==> src/rah_pkg.sv <==
package rah_pkg;

    // ----------------------------------------
    // access point and fixed header values
    // ----------------------------------------
    localparam logic [15:0] RAH_CAP_INDEX   = 16'hB400;
    localparam logic [7:0]  RAH_FUNC_CODE   = 8'h08;
    localparam logic [15:0] RAH_PFI_CODE    = 16'hFE4A;
    localparam int          RAH_NPORT       = 8;
    localparam logic [7:0]  RAH_PORT_MIN    = 8'h01;
    localparam logic [7:0]  RAH_PORT_MAX    = 8'h08;

    // ----------------------------------------
    // control and status codings
    // ----------------------------------------
    localparam logic [7:0]  RAH_CTRL_CANCEL = 8'h00;
    localparam logic [7:0]  RAH_CTRL_IDLE   = 8'h01;
    localparam logic [7:0]  RAH_CTRL_WRITE  = 8'h02;
    localparam logic [7:0]  RAH_CTRL_READ   = 8'h03;
    localparam logic [7:0]  RAH_STAT_DONE   = 8'h00;
    localparam logic [7:0]  RAH_STAT_IDLE   = 8'h01;
    localparam logic [7:0]  RAH_STAT_ERR    = 8'h80;

    // ----------------------------------------
    // local error descriptor codes
    // ----------------------------------------
    localparam logic [15:0] RAH_ERR_SHORT   = 16'h8001;
    localparam logic [15:0] RAH_ERR_FUNC    = 16'h8002;
    localparam logic [15:0] RAH_ERR_PFI     = 16'h8003;
    localparam logic [15:0] RAH_ERR_PORT    = 16'h8004;
    localparam logic [15:0] RAH_ERR_CTRL    = 16'h8005;

    // ----------------------------------------
    // header byte positions and response counts
    // ----------------------------------------
    localparam logic [2:0]  RAH_HB_FUNC     = 3'h0;
    localparam logic [2:0]  RAH_HB_PORT     = 3'h1;
    localparam logic [2:0]  RAH_HB_PFI_HI   = 3'h2;
    localparam logic [2:0]  RAH_HB_PFI_LO   = 3'h3;
    localparam logic [2:0]  RAH_HB_CTRL     = 3'h4;
    localparam logic [2:0]  RAH_HB_IDX_HI   = 3'h5;
    localparam logic [2:0]  RAH_HB_IDX_LO   = 3'h6;
    localparam logic [2:0]  RAH_HB_SUB      = 3'h7;
    localparam logic [3:0]  RAH_HDR_LEN     = 4'h8;
    localparam logic [3:0]  RAH_RSP_ERR_HI  = 4'h8;
    localparam logic [3:0]  RAH_RSP_ERR_LO  = 4'h9;
    localparam int          RAH_FIFO_DEPTH  = 16;

    typedef enum logic [2:0] {
        RAH_ST_IDLE   = 3'b000,
        RAH_ST_HDR    = 3'b001,
        RAH_ST_EVAL   = 3'b010,
        RAH_ST_CMD    = 3'b011,
        RAH_ST_STREAM = 3'b100,
        RAH_ST_WAIT   = 3'b101,
        RAH_ST_RESP   = 3'b110
    } rah_state_t;

    typedef struct packed {
        logic [7:0]  port;
        logic        write;
        logic [15:0] index;
        logic [7:0]  sub;
    } rah_cmd_t;

    typedef struct packed {
        logic        last;
        logic [7:0]  data;
    } rah_byte_t;

endpackage

==> src/rah_record_access_handler.sv <==
`timescale 1ns/1ns
`default_nettype none

// ----------------------------------------
// byte fifo, depth must be a power of two
// ----------------------------------------
module rah_fifo #(
    parameter int W  = 9,
    parameter int D  = 16,
    parameter int AW = $clog2(D)
) (
    // clock and reset
    input  wire logic          ref_clk,
    input  wire logic          rst_b,
    // control
    input  wire logic          flush,
    output logic [AW:0]        level,
    // fill side
    input  wire logic          in_valid,
    output logic               in_ready,
    input  wire logic [W-1:0]  in_data,
    // drain side
    output logic               out_valid,
    input  wire logic          out_ready,
    output logic [W-1:0]       out_data
);
    logic [W-1:0] mem [D];
    logic [AW:0]  wr_ptr_ff;
    logic [AW:0]  rd_ptr_ff;
    wire          push = in_valid & in_ready;
    wire          pop  = out_valid & out_ready;

    assign level     = wr_ptr_ff - rd_ptr_ff;
    assign in_ready  = level != (AW+1)'(D);
    assign out_valid = level != '0;
    assign out_data  = mem[rd_ptr_ff[AW-1:0]];

    always_ff @(posedge ref_clk or negedge rst_b)
    begin
        if (!rst_b)
        begin
            wr_ptr_ff <= '0;
            rd_ptr_ff <= '0;
        end
        else if (flush)
        begin
            wr_ptr_ff <= '0;
            rd_ptr_ff <= '0;
        end
        else
        begin
            wr_ptr_ff <= wr_ptr_ff + (AW+1)'(push);
            rd_ptr_ff <= rd_ptr_ff + (AW+1)'(pop);
        end
    end

    always_ff @(posedge ref_clk)
    begin
        if (push)
            mem[wr_ptr_ff[AW-1:0]] <= in_data;
    end
endmodule // rah_fifo

// ----------------------------------------
// record access handler
// ----------------------------------------
module rah_record_access_handler #(
    parameter int NPORT = rah_pkg::RAH_NPORT,
    parameter int DEPTH = rah_pkg::RAH_FIFO_DEPTH
) (
    // clock and reset
    input  wire logic             ref_clk,
    input  wire logic             rst_b,
    // record write from controller
    input  wire logic             rec_wr_valid,
    output logic                  rec_wr_ready,
    input  wire logic [7:0]       rec_wr_data,
    input  wire logic             rec_wr_last,
    input  wire logic [15:0]      rec_wr_index,
    output logic                  rec_wr_reject_ff,
    // record read from controller
    input  wire logic             rec_rd_valid,
    output logic                  rec_rd_ready,
    input  wire logic [15:0]      rec_rd_index,
    output logic                  rec_rd_reject_ff,
    output logic                  rsp_valid_ff,
    input  wire logic             rsp_ready,
    output logic [7:0]            rsp_data_ff,
    output logic                  rsp_last_ff,
    // sensor link side
    output logic                  lnk_cmd_valid,
    input  wire logic             lnk_cmd_ready,
    output rah_pkg::rah_cmd_t     lnk_cmd,
    output logic [NPORT-1:0]      lnk_port_sel_ff,
    output logic                  lnk_wr_valid,
    input  wire logic             lnk_wr_ready,
    output logic [7:0]            lnk_wr_data,
    output logic                  lnk_wr_last,
    input  wire logic             lnk_rd_valid,
    output logic                  lnk_rd_ready,
    input  wire logic [7:0]       lnk_rd_data,
    input  wire logic             lnk_rd_last,
    input  wire logic             lnk_done,
    input  wire logic             lnk_err,
    input  wire logic [15:0]      lnk_err_code,
    // state
    output logic                  busy
);
    import rah_pkg::*;
    localparam int LW = $clog2(DEPTH);

    rah_state_t  st_ff, nxt_st;
    logic [7:0]  hdr_ff [8];
    logic [2:0]  hcnt_ff;
    logic        short_ff, tail_ff, drop_ff, nxt_drop;
    logic [7:0]  status_ff, nxt_status;
    logic [15:0] err_code_ff, nxt_err_code;
    logic [3:0]  rcnt_ff;
    logic        rsp_end_ff;
    logic [LW:0] fifo_level;
    logic        fifo_in_ready, fifo_out_valid;
    rah_byte_t   fifo_in_word, fifo_out_word;

    // ----------------------------------------
    // request intake decode
    // ----------------------------------------
    wire       wr_take    = rec_wr_valid & rec_wr_ready;
    wire       drop_take  = wr_take & drop_ff;
    wire       start_take = wr_take & !drop_ff & (st_ff == RAH_ST_IDLE);
    wire       idx_bad    = rec_wr_index != RAH_CAP_INDEX;
    wire       hdr_take   = (start_take & !idx_bad)
                          | (wr_take & !drop_ff & (st_ff == RAH_ST_HDR));
    wire [2:0] hdr_slot   = (st_ff == RAH_ST_IDLE) ? RAH_HB_FUNC : hcnt_ff;
    wire       hdr_done   = hdr_take & (rec_wr_last | (hdr_slot == RAH_HB_SUB));
    wire       rd_take    = rec_rd_valid & rec_rd_ready;
    wire       rd_bad     = rec_rd_index != RAH_CAP_INDEX;
    wire       rsp_fin    = rsp_valid_ff & rsp_ready & rsp_last_ff;

    // ----------------------------------------
    // header field checks
    // ----------------------------------------
    wire [7:0] ctrl      = hdr_ff[RAH_HB_CTRL];
    wire       func_ok   = hdr_ff[RAH_HB_FUNC] == RAH_FUNC_CODE;
    wire       pfi_ok    = {hdr_ff[RAH_HB_PFI_HI], hdr_ff[RAH_HB_PFI_LO]} == RAH_PFI_CODE;
    wire       port_ok   = (hdr_ff[RAH_HB_PORT] >= RAH_PORT_MIN)
                         & (hdr_ff[RAH_HB_PORT] <= RAH_PORT_MAX);
    wire       is_write  = ctrl == RAH_CTRL_WRITE;
    wire       is_rw     = is_write | (ctrl == RAH_CTRL_READ);
    wire       has_pay   = is_write & !tail_ff;

    // command carries index and sub-index together, msb byte first
    assign lnk_cmd.port  = hdr_ff[RAH_HB_PORT];
    assign lnk_cmd.write = is_write;
    assign lnk_cmd.index = {hdr_ff[RAH_HB_IDX_HI], hdr_ff[RAH_HB_IDX_LO]};
    assign lnk_cmd.sub   = hdr_ff[RAH_HB_SUB];
    assign lnk_cmd_valid = st_ff == RAH_ST_CMD;
    assign busy          = st_ff != RAH_ST_IDLE;

    // ----------------------------------------
    // handshakes and fifo steering
    // ----------------------------------------
    // read only taken when no write is in flight, write wins a tie
    assign rec_rd_ready = (st_ff == RAH_ST_IDLE) & !drop_ff & !rec_wr_valid;
    assign rec_wr_ready = drop_ff | (st_ff == RAH_ST_IDLE) | (st_ff == RAH_ST_HDR)
                        | ((st_ff == RAH_ST_STREAM) & fifo_in_ready);

    wire fifo_in_valid  = ((st_ff == RAH_ST_STREAM) & rec_wr_valid)
                        | ((st_ff == RAH_ST_WAIT) & lnk_rd_valid);
    assign fifo_in_word = (st_ff == RAH_ST_STREAM) ? rah_byte_t'({rec_wr_last, rec_wr_data})
                                                   : rah_byte_t'({lnk_rd_last, lnk_rd_data});
    assign lnk_rd_ready = (st_ff == RAH_ST_WAIT) & fifo_in_ready;
    assign lnk_wr_valid = (st_ff == RAH_ST_STREAM) & fifo_out_valid;
    assign lnk_wr_data  = fifo_out_word.data;
    assign lnk_wr_last  = fifo_out_word.last;
    wire   lnk_wr_take  = lnk_wr_valid & lnk_wr_ready;
    // stale read data must not leak into the next answer
    wire   fifo_flush   = (st_ff == RAH_ST_EVAL)
                        | ((st_ff == RAH_ST_WAIT) & lnk_done & lnk_err);

    // ----------------------------------------
    // response source selection
    // ----------------------------------------
    wire       in_hdr   = rcnt_ff < RAH_HDR_LEN;
    wire       err_rsp  = status_ff == RAH_STAT_ERR;
    wire       fifo_src = !in_hdr & !err_rsp;
    wire       rsp_load = (st_ff == RAH_ST_RESP) & !rsp_end_ff & (!rsp_valid_ff | rsp_ready);
    wire [7:0] hdr_byte = (rcnt_ff[2:0] == RAH_HB_CTRL) ? status_ff : hdr_ff[rcnt_ff[2:0]];
    wire [7:0] err_byte = (rcnt_ff == RAH_RSP_ERR_HI) ? err_code_ff[15:8] : err_code_ff[7:0];
    wire [7:0] src_byte = in_hdr ? hdr_byte : (err_rsp ? err_byte : fifo_out_word.data);
    wire       src_last = in_hdr ? ((rcnt_ff[2:0] == RAH_HB_SUB) & !err_rsp & (fifo_level == '0))
                       : (err_rsp ? (rcnt_ff == RAH_RSP_ERR_LO) : (fifo_level == (LW+1)'(1)));
    wire       fifo_out_ready = (st_ff == RAH_ST_STREAM) ? lnk_wr_ready : (rsp_load & fifo_src);

    rah_fifo #(.W($bits(rah_byte_t)), .D(DEPTH)) u_fifo (
        .ref_clk   (ref_clk),
        .rst_b     (rst_b),
        .flush     (fifo_flush),
        .level     (fifo_level),
        .in_valid  (fifo_in_valid),
        .in_ready  (fifo_in_ready),
        .in_data   (fifo_in_word),
        .out_valid (fifo_out_valid),
        .out_ready (fifo_out_ready),
        .out_data  (fifo_out_word)
    );

    // ----------------------------------------
    // sequencer
    // ----------------------------------------
    always_comb
    begin
        nxt_st       = st_ff;
        nxt_status   = status_ff;
        nxt_err_code = err_code_ff;
        nxt_drop     = drop_ff & !(drop_take & rec_wr_last);
        case (st_ff)
            RAH_ST_IDLE:
            begin
                if (start_take & idx_bad & !rec_wr_last)
                    nxt_drop = 1'b1;
                if (hdr_done)
                    nxt_st = RAH_ST_EVAL;
                else if (hdr_take)
                    nxt_st = RAH_ST_HDR;
                else if (rd_take & !rd_bad)
                    nxt_st = RAH_ST_RESP;
            end
            RAH_ST_HDR:
                if (hdr_done)
                    nxt_st = RAH_ST_EVAL;
            RAH_ST_EVAL:
            begin
                nxt_st     = RAH_ST_IDLE;
                nxt_drop   = !tail_ff;
                nxt_status = RAH_STAT_ERR;
                if (short_ff)
                    nxt_err_code = RAH_ERR_SHORT;
                else if (ctrl == RAH_CTRL_CANCEL)
                    nxt_status = RAH_STAT_DONE;
                else if (ctrl == RAH_CTRL_IDLE)
                    nxt_status = RAH_STAT_IDLE;
                else if (!is_rw)
                    nxt_err_code = RAH_ERR_CTRL;
                else if (!func_ok)
                    nxt_err_code = RAH_ERR_FUNC;
                else if (!pfi_ok)
                    nxt_err_code = RAH_ERR_PFI;
                else if (!port_ok)
                    nxt_err_code = RAH_ERR_PORT;
                else
                begin
                    nxt_st     = RAH_ST_CMD;
                    nxt_status = status_ff;
                    nxt_drop   = !tail_ff & !is_write;
                end
            end
            RAH_ST_CMD:
                if (lnk_cmd_ready)
                    nxt_st = has_pay ? RAH_ST_STREAM : RAH_ST_WAIT;
            RAH_ST_STREAM:
                if (lnk_wr_take & lnk_wr_last)
                    nxt_st = RAH_ST_WAIT;
            RAH_ST_WAIT:
                if (lnk_done)
                begin
                    nxt_st       = RAH_ST_IDLE;
                    nxt_status   = lnk_err ? RAH_STAT_ERR : RAH_STAT_DONE;
                    nxt_err_code = lnk_err ? lnk_err_code : err_code_ff;
                end
            RAH_ST_RESP:
                if (rsp_fin)
                    nxt_st = RAH_ST_IDLE;
            default:
                nxt_st = RAH_ST_IDLE;
        endcase
    end

    always_ff @(posedge ref_clk or negedge rst_b)
    begin
        if (!rst_b)
        begin
            st_ff            <= RAH_ST_IDLE;
            status_ff        <= RAH_STAT_IDLE;
            err_code_ff      <= '0;
            drop_ff          <= 1'b0;
            rec_wr_reject_ff <= 1'b0;
            rec_rd_reject_ff <= 1'b0;
        end
        else
        begin
            st_ff            <= nxt_st;
            status_ff        <= nxt_status;
            err_code_ff      <= nxt_err_code;
            drop_ff          <= nxt_drop;
            rec_wr_reject_ff <= start_take & idx_bad;
            rec_rd_reject_ff <= rd_take & rd_bad;
        end
    end

    always_ff @(posedge ref_clk or negedge rst_b)
    begin
        if (!rst_b)
        begin
            hdr_ff   <= '{default: '0};
            hcnt_ff  <= '0;
            short_ff <= 1'b0;
            tail_ff  <= 1'b0;
        end
        else if (hdr_take)
        begin
            hdr_ff[hdr_slot] <= rec_wr_data;
            hcnt_ff          <= hdr_slot + 3'h1;
            short_ff         <= rec_wr_last & (hdr_slot != RAH_HB_SUB);
            tail_ff          <= rec_wr_last;
        end
    end

    // one flop per link, so the select never glitches
    for (genvar i = 0; i < NPORT; i++)
    begin : g_port
        always_ff @(posedge ref_clk or negedge rst_b)
        begin
            if (!rst_b)
                lnk_port_sel_ff[i] <= 1'b0;
            else if (st_ff == RAH_ST_EVAL)
                lnk_port_sel_ff[i] <= hdr_ff[RAH_HB_PORT] == 8'(i + 1);
        end
    end

    // ----------------------------------------
    // response output stage
    // ----------------------------------------
    always_ff @(posedge ref_clk or negedge rst_b)
    begin
        if (!rst_b)
        begin
            rsp_valid_ff <= 1'b0;
            rsp_data_ff  <= '0;
            rsp_last_ff  <= 1'b0;
            rsp_end_ff   <= 1'b0;
            rcnt_ff      <= '0;
        end
        else if (rd_take)
        begin
            rsp_end_ff <= 1'b0;
            rcnt_ff    <= '0;
        end
        else if (rsp_load)
        begin
            rsp_valid_ff <= 1'b1;
            rsp_data_ff  <= src_byte;
            rsp_last_ff  <= src_last;
            rsp_end_ff   <= src_last;
            rcnt_ff      <= rcnt_ff + (fifo_src ? 4'h0 : 4'h1);
        end
        else if (rsp_ready)
        begin
            rsp_valid_ff <= 1'b0;
            rsp_last_ff  <= 1'b0;
        end
    end
endmodule // rah_record_access_handler

`default_nettype wire

==> config.mk <==
export PLATFORM = sky130hd
export DESIGN_NAME = rah_record_access_handler
export DESIGN_NICKNAME = d
export VERILOG_FILES = /design/src/rah_pkg.sv /design/src/rah_record_access_handler.sv
export SDC_FILE = /design/constraint.sdc
export NUM_CORES = 1
export LEC_CHECK = 0
export ABC_CLOCK_PERIOD_IN_PS = 4000
export BUFFER_PORTS_ARGS = -buffer_cell sky130_fd_sc_hd__buf_4
export CORE_MARGIN = 3
export CORE_UTILIZATION = 50
export CTS_CLUSTER_DIAMETER = 30
export DETAILED_ROUTE_END_ITERATION = 10
export PLACE_DENSITY = 0.73
export SYNTH_ARGS = -nofsm -noshare
export SYNTH_HDL_FRONTEND = slang
export SYNTH_SLANG_ARGS = --single-unit
==> constraint.sdc <==
create_clock -name ref_clk -period 4 [get_ports ref_clk]
set_input_delay 0.4 -clock ref_clk [delete_from_list [all_inputs] [get_ports ref_clk]]
set_output_delay 0.4 -clock ref_clk [all_outputs]
set_load 0.1 [all_outputs]
# Yosys cells after proc, flatten, opt, wreduce, memory -nomap -nowiden
# Memories as Yosys holds them, arrays and structs flattened.
# Cells that the tools add are included.
dict set report totals {
  reg_bits 132
  mem_bits_rw 144
  out_inout_bits 68
  n_memories 1
}
dict set report classes {
  n_addsub 5
  n_lt_le_gt_ge 6
  eq_ne 41
  n_mux 73
  bitwise_logic 51
  n_reduce_logical 26
}
# name words word_bits read_ports rd_clocked_by_memory_dff wr line
set mem_list {}
lappend mem_list {u_fifo.mem 16 9 1 0 1 rah_record_access_handler.sv:27} ;# logic [W-1:0] mem [D];
# cell n
set ops {}
lappend ops {{$mux W16} 9}
lappend ops {{$mux W8} 16}
lappend ops {{$bwmux W64} 1}
lappend ops {{$and A1 B1 Y1} 39}
lappend ops {{$eq A8 B2 Y1 const B} 4}
lappend ops {{$eq A8 B3 Y1 const B} 4}
lappend ops {{$ne A16 B16 Y1 const B} 2}
lappend ops {{$pmux W16 S2} 1}
lappend ops {{$mux W3} 9}
lappend ops {{$bmux W8 S3} 1}
lappend ops {{$demux W8 S3} 1}
lappend ops {{$pmux W3 S7} 1}
lappend ops {{$mux W1} 20}
lappend ops {{$eq A3 B3 Y1 const B} 6}
lappend ops {{$eq A16 B16 Y1 const B} 1}
lappend ops {{$eq A8 B1 Y1 const B} 2}
lappend ops {{$eq A8 B4 Y1 const B} 2}
lappend ops {{$pmux W8 S2} 1}
lappend ops {{$mux W2} 7}
lappend ops {{$logic_not A1 Y1} 12}
lappend ops {{$reduce_and A6 Y1} 2}
lappend ops {{$add A5 B1 Y5} 2}
lappend ops {{$mux W5} 2}
lappend ops {{$mux W9} 1}
lappend ops {{34 further kinds} 56}

# Logic depth before layout (Yosys ltp)
# Gate-level depths: netlist (run 1).
dict set report depth {
  ltp_word 12
  mapped_depth 17
}

# By module
# A second synthesis (run 1) with hierarchy kept.
dict set report hier_totals {
  cells_unflattened 942
  hier_area_um2 12954.9
}
# module n_inst cells_per_inst area_each_um2 seq_area_each_um2
set modules_own_cells {}
lappend modules_own_cells {rah_record_access_handler 1 579 6557.5 2904.0}
lappend modules_own_cells {rah_fifo 1 363 6397.4 4574.4}

# Worst setup path after synthesis (run 1)
# No wires, ideal clock.
dict set report synth_timing {
  path_kind {flip-flop to flip-flop}
  startpoint {reg st_ff[1]}
  endpoint {reg rsp_last_ff}
  setup_time_ns 0.069
  t_arrival_ns 4.791
  required_time_ns 3.931
  setup_slack_ns -0.860
  stages_incl_launch_ff 8
  n_path_buf 0
  period_less_slack_ns 4.860
  path_cell_list {dfrtp_1 nor3_1 clkinv_1 nor3_1 nand2_1 nand2_1 nand3_1 nand2_1}
}
dict set report synth_between {
  elab_chain_cells 6
  word_cells_on_any_way 11
  cone_classes {eq/ne (1); mux (1); bitwise (6); reduce/logical (3)}
}
# element line
set synth_lines {}
lappend synth_lines {{from (decl)} rah_record_access_handler.sv:112} ;# rah_state_t st_ff, nxt_st;
lappend synth_lines {{from (signal assigned)} rah_record_access_handler.sv:291} ;# st_ff <= nxt_st;
lappend synth_lines {{$logic_not A3 Y1} rah_record_access_handler.sv:163} ;# assign rec_rd_ready = (st_ff == RAH_ST_IDLE) & !drop_ff & !rec_wr_valid;
lappend synth_lines {{$and A1 B1 Y1 (2 in a row)} rah_record_access_handler.sv:163}
lappend synth_lines {{named net rec_rd_ready} rah_record_access_handler.sv:83} ;# output logic rec_rd_ready,
lappend synth_lines {{$and A1 B1 Y1} rah_record_access_handler.sv:135} ;# wire rd_take = rec_rd_valid & rec_rd_ready;
lappend synth_lines {{$not A1 Y1 (no line)} --}
lappend synth_lines {{$reduce_and A2 Y1 (no line)} --}
lappend synth_lines {{to (signal assigned)} rah_record_access_handler.sv:352} ;# rsp_last_ff <= src_last;
lappend synth_lines {{to (decl)} rah_record_access_handler.sv:89} ;# output logic rsp_last_ff,
# The timed path passes the listed nets, and every way through them passes these cells.
# A chain may end at the register's enable or synchronous reset.

# Worst setup path in the final report (run 1)
dict set report layout_timing {
  startpoint {reg u_fifo.wr_ptr_ff[0]}
  endpoint {mem u_fifo.mem[15][5] (enable)}
}
dict set report layout_between {
  elab_chain_cells 5
}
# element line
set layout_lines {}
lappend layout_lines {{from (decl)} rah_record_access_handler.sv:28} ;# logic [AW:0] wr_ptr_ff;
lappend layout_lines {{from (signal assigned)} rah_record_access_handler.sv:52} ;# wr_ptr_ff <= wr_ptr_ff + (AW+1)'(push);
lappend layout_lines {{$sub A5 B5 Y5} rah_record_access_handler.sv:33} ;# assign level = wr_ptr_ff - rd_ptr_ff;
lappend layout_lines {{$ne A5 B5 Y1} rah_record_access_handler.sv:34} ;# assign in_ready = level != (AW+1)'(D);
lappend layout_lines {{$and A1 B1 Y1} rah_record_access_handler.sv:30} ;# wire push = in_valid & in_ready;
lappend layout_lines {{$mux W1} rah_record_access_handler.sv:59} ;# if (push)
lappend layout_lines {{$mux W1 (implied by the code)} rah_record_access_handler.sv:60} ;# mem[wr_ptr_ff[AW-1:0]] <= in_data;
lappend layout_lines {{to (decl)} rah_record_access_handler.sv:27}
# Several ways; a longest one is shown, not always the timed one.

==> results.yml, run 1 <==
status:
  status: "complete, no violations"
clock_network:
  cts_buffers: 50
  tritoncts: "yes"
  cts_setup_buffers: 0
  clock-sinks: 270
  cts_htree_levels: 2
  cts_buffer_depth: 3
  path_clk_slew_ps: 50
  worst_skew_pair.late_latency_ps: 550
  root_buffer: "clkbuf_16"
worst_setup_path:
  cp_max_fo: 15
  setup.worst_path.start: "u_fifo.wr_ptr_ff[0]$_DFF_PN0_"
  path_class: "reg -> reg"
  cp-end-kind: "flop"
  critPathLaunchType: "flop"
  rr_startpoint: "u_fifo.wr_ptr_ff[0]$_DFF_PN0_"
  cp_data_arrival_time_ps: 3740
  worstPathRequired_ps: 4170
sta:
  fin_tns_setup_ps: 0
  fin_crit_sh_pct: 89.3
  fmax_mhz: 280
  period_needed_ps: 3570
  clock_skew_ps: 17.1
  setup_viol: 0
  rsz0062_at_grt: "no"
  drv_slew: 0
  setup_slack_ps: 427
  max_slew_margin_pct: 33.4
  hold_viol: 0
  tightest_slew_ps: 990
global_routing:
  grt_pass1_wl_um: 49400
  grt_overflow_total: 0
  antenna_found_initial: 0
  grt_usage_pct: 24.7
  grt_pass1_vias: 8268
  grt_start_max_net_pins: 68
synthesis:
  syn_nets: 961
  yosys-top-cells-area: "edfxtp_1 (35%), dfrtp_1 (25%), mux4_2 (8.3%)"
  synthFlopType: "edfxtp_1"
  syn_inst: 872
  yosysTopAreaCell: "edfxtp_1"
  synth_warnings: 0
  synth.top_cell.area_share_pct: 34.5
  avgSynthCellArea_um2: 14.4
  synth_area_mm2: 0.0125
  yosysMostFrequentCell: "edfxtp_1"
  postSynth.asyncResetShare_pct: 46.7
  ys_seq_area_share_pct: 59.7
  synth_cell_types: 65
  ys_seq_elements: 270
  synth_commonest_cells: "edfxtp_1 (144), dfrtp_1 (125), mux2_2 (82), nand2_1 (47), mux4_2 (46)"
  synth_edf_count: 144
routing:
  dr.pass1.iters: 5
  route.detailed.drc: 0
  wl_per_cell_um: 23.9
  detailedRoute.firstIterationViolations: 829
  routed_via_density: 5.99
  vias: 8286
  ant_nets: 0
  finalWirelength_um: 33100
power:
  p_comb_share_pct: 37.2
  p_leak_nw: 6.59
  seq_power_share_pct: 30.5
  power.density_mw_per_mm2: 852
  total_power_mw: 13.3
  irDropWorstVdd_mv: 0.811
  p_clk_share_pct: 32.3
  p_sw_mw: 5.56
  internal_power_mw: 7.78
  swShare_pct: 41.7
job:
  drv_cap: 0
final_layout:
  seq_area_mm2: 0.00748
  nFillCells: 1743
  utilization_pct: 64.0
  drive_gt1_share_pct: 40.3
  nets: 1107
  multi_input_area_mm2: 0.00467
  n_antenna_cell: 0
  area_growth_pct: 25.1
floorplanning:
  ios: 144
  die_h_um: 164
  rows: 57
  initial_core_util_pct: 51.2
  core_area_mm2: 0.0245
  dieArea_mm2: 0.0270
  die_x_um: 164
place:
  place_hpwl_um: 22700
  gp_congestion: 0.863
  io_buffers: 143
  pre_cts_slack_ps: 223
hold_path:
  hp-class: "in -> reg"
  hold_path_startpoint: "rec_rd_valid"
layout by cell type, fill, tap and decap left out, types with 19 or more instances in the layout:
cell	Yosys	layout
buf_4	35	168
edfxtp_1	144	144
dfrtp_1	125	124
mux2_2	82	82
clkbuf_16	0	51
nand2_1	47	47
mux4_2	46	46
mux2i_1	36	36
nor2_1	35	35
o21ai_0	24	23
inv_1	19	19
flip-flops by register name, indices dropped and copies added (netlist names), 8 cells and up:
signal / count
u_fifo.mem: 144
lnk_cmd: 32
rsp_data_ff: 8
err_code_ff: 16
hdr_ff: 24
lnk_port_sel_ff: 8
ctrl: 8
per-layer routing:
layer	part of all wire, %	track usage, %	vias up
li1	-	-	3625
met1	43	36.4	4160
met2	46	37.1	453
met3	9.9	6.05	48
met4	1.7	6.50	0
met5	0	0	-
logic make-up (layout without fill, tap and decap cells):
kind of cell	Yosys count	count (layout)	share of synthesized area, %
flip-flops	270	270	59.7
AND/OR/NAND/NOR	211	211	9.84
multiplexers	165	165	18.6
AO/OA/AOI/OAI	106	106	5.67
buffers and inverters	95	283	3.94
adder cells (fa/ha/maj)	13	13	1.36
XOR/XNOR	12	12	0.840
path summary, 6_finish.rpt:
| kind | endpoint | slack, ps | cells after the start |
|---|---|---|---|
| worst max-delay path | u_fifo.mem[15][5]$_DFFE_PP_ | 430 | 9 |
| worst min-delay path | rcnt_ff[3]$_DFFE_PN0P_ | 80 | 2 |
| worst max register to register | u_fifo.mem[15][5]$_DFFE_PP_ | 430 | 9 |
| worst min register to register | err_code_ff[4]$_DFFE_PN0P_ | 480 | 1 |
| max in group asynchronous | rsp_data_ff[4]$_DFFE_PN0P_ | 2550 | 3 |
| min in group asynchronous | lnk_port_sel_ff[4]$_DFFE_PN0P_ | 530 | 2 |
critical path, cell delays in order, from the launching register on:
cell	delay, ps
dfrtp_1	390
inv_1	100
ha_1	220
fa_1	460
nand2b_1	160
a21oi_1	160
xnor2_1	170
nor4_1	110
or4b_4	720
nor3_2	680
stage by stage:
step,instance area [µm²],hold slack [ps],cells
finish,15700,81.6,1384
global route,15700,71.0,1384
CTS,15700,50.7,1384
detailed placement,13900,465,1289
global placement,13900,457,1289
floorplan,12600,104,872
power by group through the flow:
stage	logic (mW)	registers, mW	clock network, mW
2_1_floorplan	3.37	4.33	0
3_3_place_gp	4.86	4.09	0
3_5_place_dp	4.92	4.10	0
4_1_cts	4.96	4.06	4.35
5_1_grt	5.22	4.13	4.49
6_report	4.96	4.07	4.31
repair_timing:
item                                    4_1_cts  5_1_grt
gates resized for setup                       0        2
endpoints found under the setup margin        0       18
hold endpoints to repair                     43        0
hold buffers                                  1        0
area by class of cell:
class / count / area share (%)
Sequential cell: 270 / 47.7
Timing Repair Buffer: 169 / 8.12
Inverter: 20 / 0.479
Tap cell: 324 / 2.59
Clock inverter: 42 / 3.07
Clock buffer: 52 / 8.17
Multi-Input combinational cell: 507 / 29.8
No activity file was read; power rests on OpenSTA's default activity.
==> run 2: changes to the inputs <==
--- a/config.mk
+++ b/config.mk
@@ -5,6 +5,7 @@
 export SDC_FILE = /design/constraint.sdc
 export NUM_CORES = 1
 export LEC_CHECK = 0
+export ABC_AREA = 1
 export ABC_CLOCK_PERIOD_IN_PS = 4000
 export BUFFER_PORTS_ARGS = -buffer_cell sky130_fd_sc_hd__buf_4
 export CORE_MARGIN = 3
==> run 2 against run 1 <==
The flow now finishes with violations (hold timing). Register-to-register slack worse by 40 ps. Via count is 24% higher. Power is 7.9% higher. Largest cell class unchanged. First-iteration DRC count is 28% higher. Clock power is 3% higher. Die area is 0.10% higher.
==> results.yml, run 2 <==
status:
  status: "finished, violations left"
  violations: "hold timing"
global_routing:
  grt_overflow_total: 0
  grt_usage_pct: 26.2
  grt_pass1_wl_um: 54300
  antenna_found_initial: 1
  grt_pass1_vias: 9994
  grt_start_max_net_pins: 80
sta:
  fin_worst_hold_slack_ps: -4.15
  drv_slew: 0
  rsz0062_at_grt: "no"
  max_slew_margin_pct: 20.1
  clock_skew_ps: 22.1
  setup_viol: 0
  fin_tns_setup_ps: 0
  fin_crit_sh_pct: 90.3
  fmax_mhz: 277
  period_needed_ps: 3610
  tightest_slew_ps: 1190
  hold_viol: 3
routing:
  ant_nets: 0
  wl_met1_um: 15000
  detailedRoute.firstIterationViolations: 1059
  wl_met3_um: 3280
  finalWirelength_um: 35500
  wl_per_cell_um: 19.7
  vias: 10200
  maxUsedRoutingLayer: "met4"
  dr.pass1.iters: 5
  route.met2.wl_um: 16300
  routed_via_density: 5.67
  route.detailed.drc: 0
floorplanning:
  core_area_mm2: 0.0245
  die_h_um: 164
  ios: 144
  initial_core_util_pct: 51.2
  rows: 57
  die_x_um: 164
  dieArea_mm2: 0.0270
power:
  irDropWorstVdd_mv: 0.912
  p_leak_nw: 6.57
  power.density_mw_per_mm2: 924
final_layout:
  n_antenna_cell: 0
  multi_input_area_mm2: 0.00419
  area_growth_pct: 24.3
  nets: 1527
  drive_gt1_share_pct: 19.1
  largest_reg_flops: 144
  final_common_cell: "nand2_1"
  final_cell_mix: "nand2_1 (224), nor2_1 (187), o21ai_0 (170)"
  seq_area_mm2: 0.00748
  nFillCells: 1904
synthesis:
  yosysTopAreaCell: "edfxtp_1"
  avgSynthCellArea_um2: 9.59
  postSynth.asyncResetShare_pct: 46.7
  synth_area_mm2: 0.0125
  syn_inst: 1307
  synth_edf_count: 144
  synth.top_cell.area_share_pct: 34.5
  syn_nets: 1396
  synthFlopType: "edfxtp_1"
  synth_commonest_cells: "nand2_1 (224), nor2_1 (187), o21ai_0 (170), edfxtp_1 (144), dfrtp_1 (125)"
  yosysMostFrequentCell: "nand2_1"
  yosys-top-cells-area: "edfxtp_1 (35%), dfrtp_1 (25%), o21ai_0 (6.8%)"
  ys_seq_elements: 270
  synth_warnings: 0
  ys_seq_area_share_pct: 59.7
  synth_cell_types: 43
clock_network:
  clock-sinks: 270
  cts_setup_buffers: 0
  cts_htree_levels: 2
  cts_buffer_depth: 3
  cts_buffers: 50
  tritoncts: "yes"
  path_clk_slew_ps: 50
  post_cts_resized: 0
  postCtsHoldBufs: 0
  worst_skew_pair.late_latency_ps: 560
  root_buffer: "clkbuf_16"
worst_setup_path:
  rrSetupSlack_ps: 390
  cp_data_arrival_time_ps: 4080
  cp_cell_sequence: "inv_1, ha_1, fa_1, xor2_1, nand2_1, nor2_1, nand2_1, o21ai_0, inv_1, ha_1, ha_1, or2_2, a21oi_1"
  critPathLaunchType: "flop"
  crit_top_cell: "ha_1"
  cp_max_fo: 6
  cp-end-kind: "flop"
  path_class: "reg -> reg"
  cp_slowest_stage_delay_ps: 680
  worstPathRequired_ps: 4460
  reg2reg_depth: 13
  critPathSlowestCell: "o21ai_0"
place:
  gp_congestion: 0.915
  place_hpwl_um: 23800
  io_buffers: 143
job:
  drv_cap: 0
hold_path:
  hp-class: "in -> async"
==> run 2: cell count changes after synthesis, moves of 13 or more <==
cell	before	now
o21ai_0	24	170
and3_1	18	0
o211ai_1	1	50
nor2_1	35	187
mux2_2	82	0
mux2i_1	36	0
inv_1	19	94
nand3_1	18	66
a21o_1	13	0
nand4_1	3	19
o21ai_1	0	21
nand2_1	47	224
mux4_2	46	0
==> run 2: cell type report <==
cell class | count | share of cell area (%)
flip-flops and latches | 270 | 48.0
repair buffers | 170 | 8.35
clock buffers | 55 | 8.15
clock inverters | 39 | 3.60
well taps | 324 | 2.60
multi-input cells | 847 | 26.9
inverters | 99 | 2.39
==> run 2: logic make-up after synthesis <==
family                     count (synthesis)  synth area share (%)
DFF                                      270                  59.7
xor gates and xnor gates                   6                 0.419
and+or+nand+nor                          535                  18.2
adders and majority gates                 13                  1.36
AOI/OAI and AO/OA                        293                  13.4
buffers and inverters                    190                  6.99
==> run 2: through the flow <==
step	util (%)	area (µm²)	instances	setup WS (ps)	total power [mW]
2_1_floorplan	-	12500	1307	327	8.34
3_3_place_gp	56.2	13700	1710	568	9.81
3_5_place_dp	56.2	13700	1710	467	9.88
4_1_cts	63.7	15600	1804	436	14.4
5_1_grt	63.7	15600	1804	233	15.0
6_report	63.7	15600	1804	388	14.4
==> run 2: critical path: cells and delay by family, from the launching register on <==
| kind | cells | cell delay [ps] |
|---|---|---|
| buf+inv | 2 | 310 |
| simple gates | 4 | 680 |
| fa+ha+maj | 4 | 1170 |
| compound gates | 2 | 810 |
| xor+xnor | 1 | 170 |
| flops | 1 | 380 |
==> run 2: routing by layer <==
metal	vias up	global-route usage [%]
met1	4903	36.7
met4	0	9.65
met3	76	6.28
met5	-	0
met2	507	39.9
li1	4749	-
==> run 2: final timing paths <==
path / from / end
setup reg to reg: u_fifo.wr_ptr_ff[0]$_DFF_PN0_ / u_fifo.wr_ptr_ff[2]$_DFF_PN0_
max in group asynchronous: rst_b / lnk_cmd[5]$_DFFE_PN0P_
min in group ref_clk: lnk_err_code[15] / err_code_ff[15]$_DFFE_PN0P_
setup / recovery: u_fifo.wr_ptr_ff[0]$_DFF_PN0_ / u_fifo.wr_ptr_ff[2]$_DFF_PN0_
hold / removal: rst_b / rec_wr_reject_ff$_DFF_PN0_
hold reg to reg: err_code_ff[11]$_DFFE_PN0P_ / err_code_ff[11]$_DFFE_PN0P_
==> run 2: report_power, final <==
part | internal [mW] | total [mW] | switching [mW]
logic | 1.36 | 5.93 | 4.56
clock network | 2.97 | 4.45 | 1.48
registers | 3.60 | 4.01 | 0.416
total | 7.93 | 14.4 | 6.46
==> run 3: changes to the inputs <==
--- a/config.mk
+++ b/config.mk
@@ -6,12 +6,13 @@
 export NUM_CORES = 1
 export LEC_CHECK = 0
 export ABC_AREA = 1
-export ABC_CLOCK_PERIOD_IN_PS = 4000
+export ABC_CLOCK_PERIOD_IN_PS = 3000
 export BUFFER_PORTS_ARGS = -buffer_cell sky130_fd_sc_hd__buf_4
 export CORE_MARGIN = 3
 export CORE_UTILIZATION = 50
 export CTS_CLUSTER_DIAMETER = 30
 export DETAILED_ROUTE_END_ITERATION = 10
+export MAX_ROUTING_LAYER = met4
 export PLACE_DENSITY = 0.73
 export SYNTH_ARGS = -nofsm -noshare
 export SYNTH_HDL_FRONTEND = slang
==> constraint.sdc (replaced) <==
create_clock -name ref_clk -period 3 [get_ports ref_clk]
set_input_delay 0.3 -clock ref_clk [delete_from_list [all_inputs] [get_ports ref_clk]]
set_output_delay 0.3 -clock ref_clk [all_outputs]
set_load 0.1 [all_outputs]
==> run 3 against run 2 <==
Flip-flop and latch count unchanged. Highest routed layer unchanged. Final cell count grew 2.7%. Critical endpoint is now lnk_wr_data[0]. The run now ends clean. Largest power group unchanged. Critical path depth shrank 5. Via count rose by 2.2%. Sequential power rose by 33%. Die area stayed put. Clock skew grew 3.8 ps. Critical path type is now reg -> out.
==> results.yml, run 3 (synthesized netlist as in run 2, its figures left out) <==
status:
  status: "complete, no violations"
final_layout:
  largest_reg_flops: 144
  nets: 1568
  drive_gt1_share_pct: 22.0
  n_antenna_cell: 0
  final-instance-count-excl-fill: 1852
  utilization_pct: 66.1
  final_common_cell: "nand2_1"
  area_growth_pct: 29.1
  final_cell_mix: "nand2_1 (220), nor2_1 (185), buf_4 (183)"
worst_setup_path:
  path_class: "reg -> out"
  reg2reg_depth: 12
  cp_cell_sequence: "buf_8, clkinvlp_4, clkbuf_16, o21ai_0, o211ai_1, nand3_1, nand2_1, buf_8"
  cp_data_arrival_time_ps: 2620
  cp_max_fo: 25
  worstPathRequired_ps: 2700
  crit_top_cell: "buf_8"
  cp_slowest_stage_delay_ps: 390
  critPathSlowestCell: "dfrtp_2"
  cp-end-kind: "primary output"
  critPathLaunchType: "flop"
global_routing:
  grt_usage_pct: 26.6
  grt_pass1_vias: 9851
  antenna_found_initial: 0
  grt_start_max_net_pins: 61
  grt_overflow_total: 0
  grt_pass1_wl_um: 54200
floorplanning:
  die_h_um: 164
  ios: 144
  die_x_um: 164
  rows: 57
  initial_core_util_pct: 51.2
  core_area_mm2: 0.0245
  dieArea_mm2: 0.0270
sta:
  fmax_mhz: 342
  hold_viol: 0
  tightest_slew_ps: 792
  fin_worst_hold_slack_ps: 7.30
  fin_tns_setup_ps: 0
  max_slew_margin_pct: 47.2
  fin_crit_sh_pct: 97.5
  drv_slew: 0
  setup_viol: 0
  period_needed_ps: 2920
  clock_skew_ps: 25.9
clock_network:
  path_clk_slew_ps: 50
  cts_buffers: 57
  tritoncts: "yes"
  root_buffer: "clkbuf_16"
  clock-sinks: 270
  worst_skew_pair.late_latency_ps: 570
  cts_htree_levels: 2
  cts_buffer_depth: 3
power:
  seq_power_share_pct: 26.6
  p_comb_share_pct: 41.2
  p_sw_mw: 8.90
  p_clk_share_pct: 32.2
  swShare_pct: 44.4
  power.density_mw_per_mm2: 1240
  irDropWorstVdd_mv: 1.15
  internal_power_mw: 11.1
  p_leak_nw: 6.85
place:
  dp.cells: 1735
  gp_congestion: 0.942
  io_buffers: 143
  place_hpwl_um: 23700
routing:
  route.detailed.drc: 0
  dr.pass1.iters: 6
  wl_per_cell_um: 19.1
  routed_via_density: 5.65
  detailedRoute.firstIterationViolations: 1187
  finalWirelength_um: 35400
  vias: 10500
  ant_nets: 0
hold_path:
  hp-class: "in -> reg"
  worstHoldPathCells: 3
job:
  drv_cap: 0
## run 3: cell count changes in the layout (fill, tap and decap cells not counted), sizes merged
cell / previous run / this run
buf: 170 / 196
clkbuf: 55 / 67
clkinv: 23 / 12
inv: 101 / 112
dlygate4sd3: 0 / 7
clkinvlp: 4 / 9
bufinv: 10 / 8
## run 3: per-layer routing
layer | vias to the layer above | global-route usage, % | part of all wire, %
met5 | - | - | 0
met4 | 0 | 7.88 | 2.3
met3 | 73 | 5.88 | 9.9
met2 | 511 | 38.8 | 46
met1 | 5040 | 37.5 | 42
li1 | 4833 | - | -
## run 3: power groups by stage
stage	clock network (mW)	logic (mW)	registers, mW
final	6.45	8.26	5.33
after global routing	6.71	8.79	5.40
after CTS	6.49	8.08	5.31
after detailed placement	0	7.92	5.36
after global placement	0	7.80	5.35
after floorplan	0	5.36	5.82
## run 3: what timing repair did
item                                    in CTS  in global routing
hold buffers                                 7                  0
endpoints found under the hold margin       63                  0
endpoints found under the setup margin       9                 12
gates cloned                                 0                  1
setup buffers                                0                  1
gates resized for setup                     12                 10
## run 3: through the flow
step	total power [mW]	instance area (µm²)	setup slack, ps
after detailed placement	13.3	14000	68.4
after floorplan	11.2	12600	-183
after CTS	19.9	16100	0.560
after global routing	20.9	16200	-8.86
after global placement	13.1	14000	215
final	20.0	16200	75.8
## run 3: worst paths after layout
| kind | start | endpoint | slack [ps] |
|---|---|---|---|
| setup / recovery | u_fifo.rd_ptr_ff[0]$_DFF_PN0_ | lnk_wr_data[0] | 80 |
| hold / removal | lnk_err_code[10] | err_code_ff[10]$_DFFE_PN0P_ | 7 |
| setup reg to reg | u_fifo.rd_ptr_ff[0]$_DFF_PN0_ | u_fifo.wr_ptr_ff[2]$_DFF_PN0_ | 240 |
| hold reg to reg | err_code_ff[15]$_DFFE_PN0P_ | err_code_ff[15]$_DFFE_PN0P_ | 480 |
| max in group asynchronous | rst_b | hdr_ff[39]$_DFFE_PN0P_ | 1830 |
| min in group asynchronous | rst_b | drop_ff$_DFF_PN0_ | 380 |
## run 3: cell type report
type	instances	area (µm²)
Clock inverter	42	505
Sequential cell	270	7480
Inverter	99	375
Clock buffer	66	1500
Timing Repair Buffer	204	1650
Multi-Input combinational cell	847	4260
Fill cell	1870	8280
Tap cell	324	405
## run 3: worst max-delay path: cells and delay by family (launching register included)
kind | cells | cell delay, ps
buffers and inverters | 4 | 910
AO/OA/AOI/OAI | 2 | 400
flip-flops | 1 | 390
AND/OR/NAND/NOR | 2 | 340
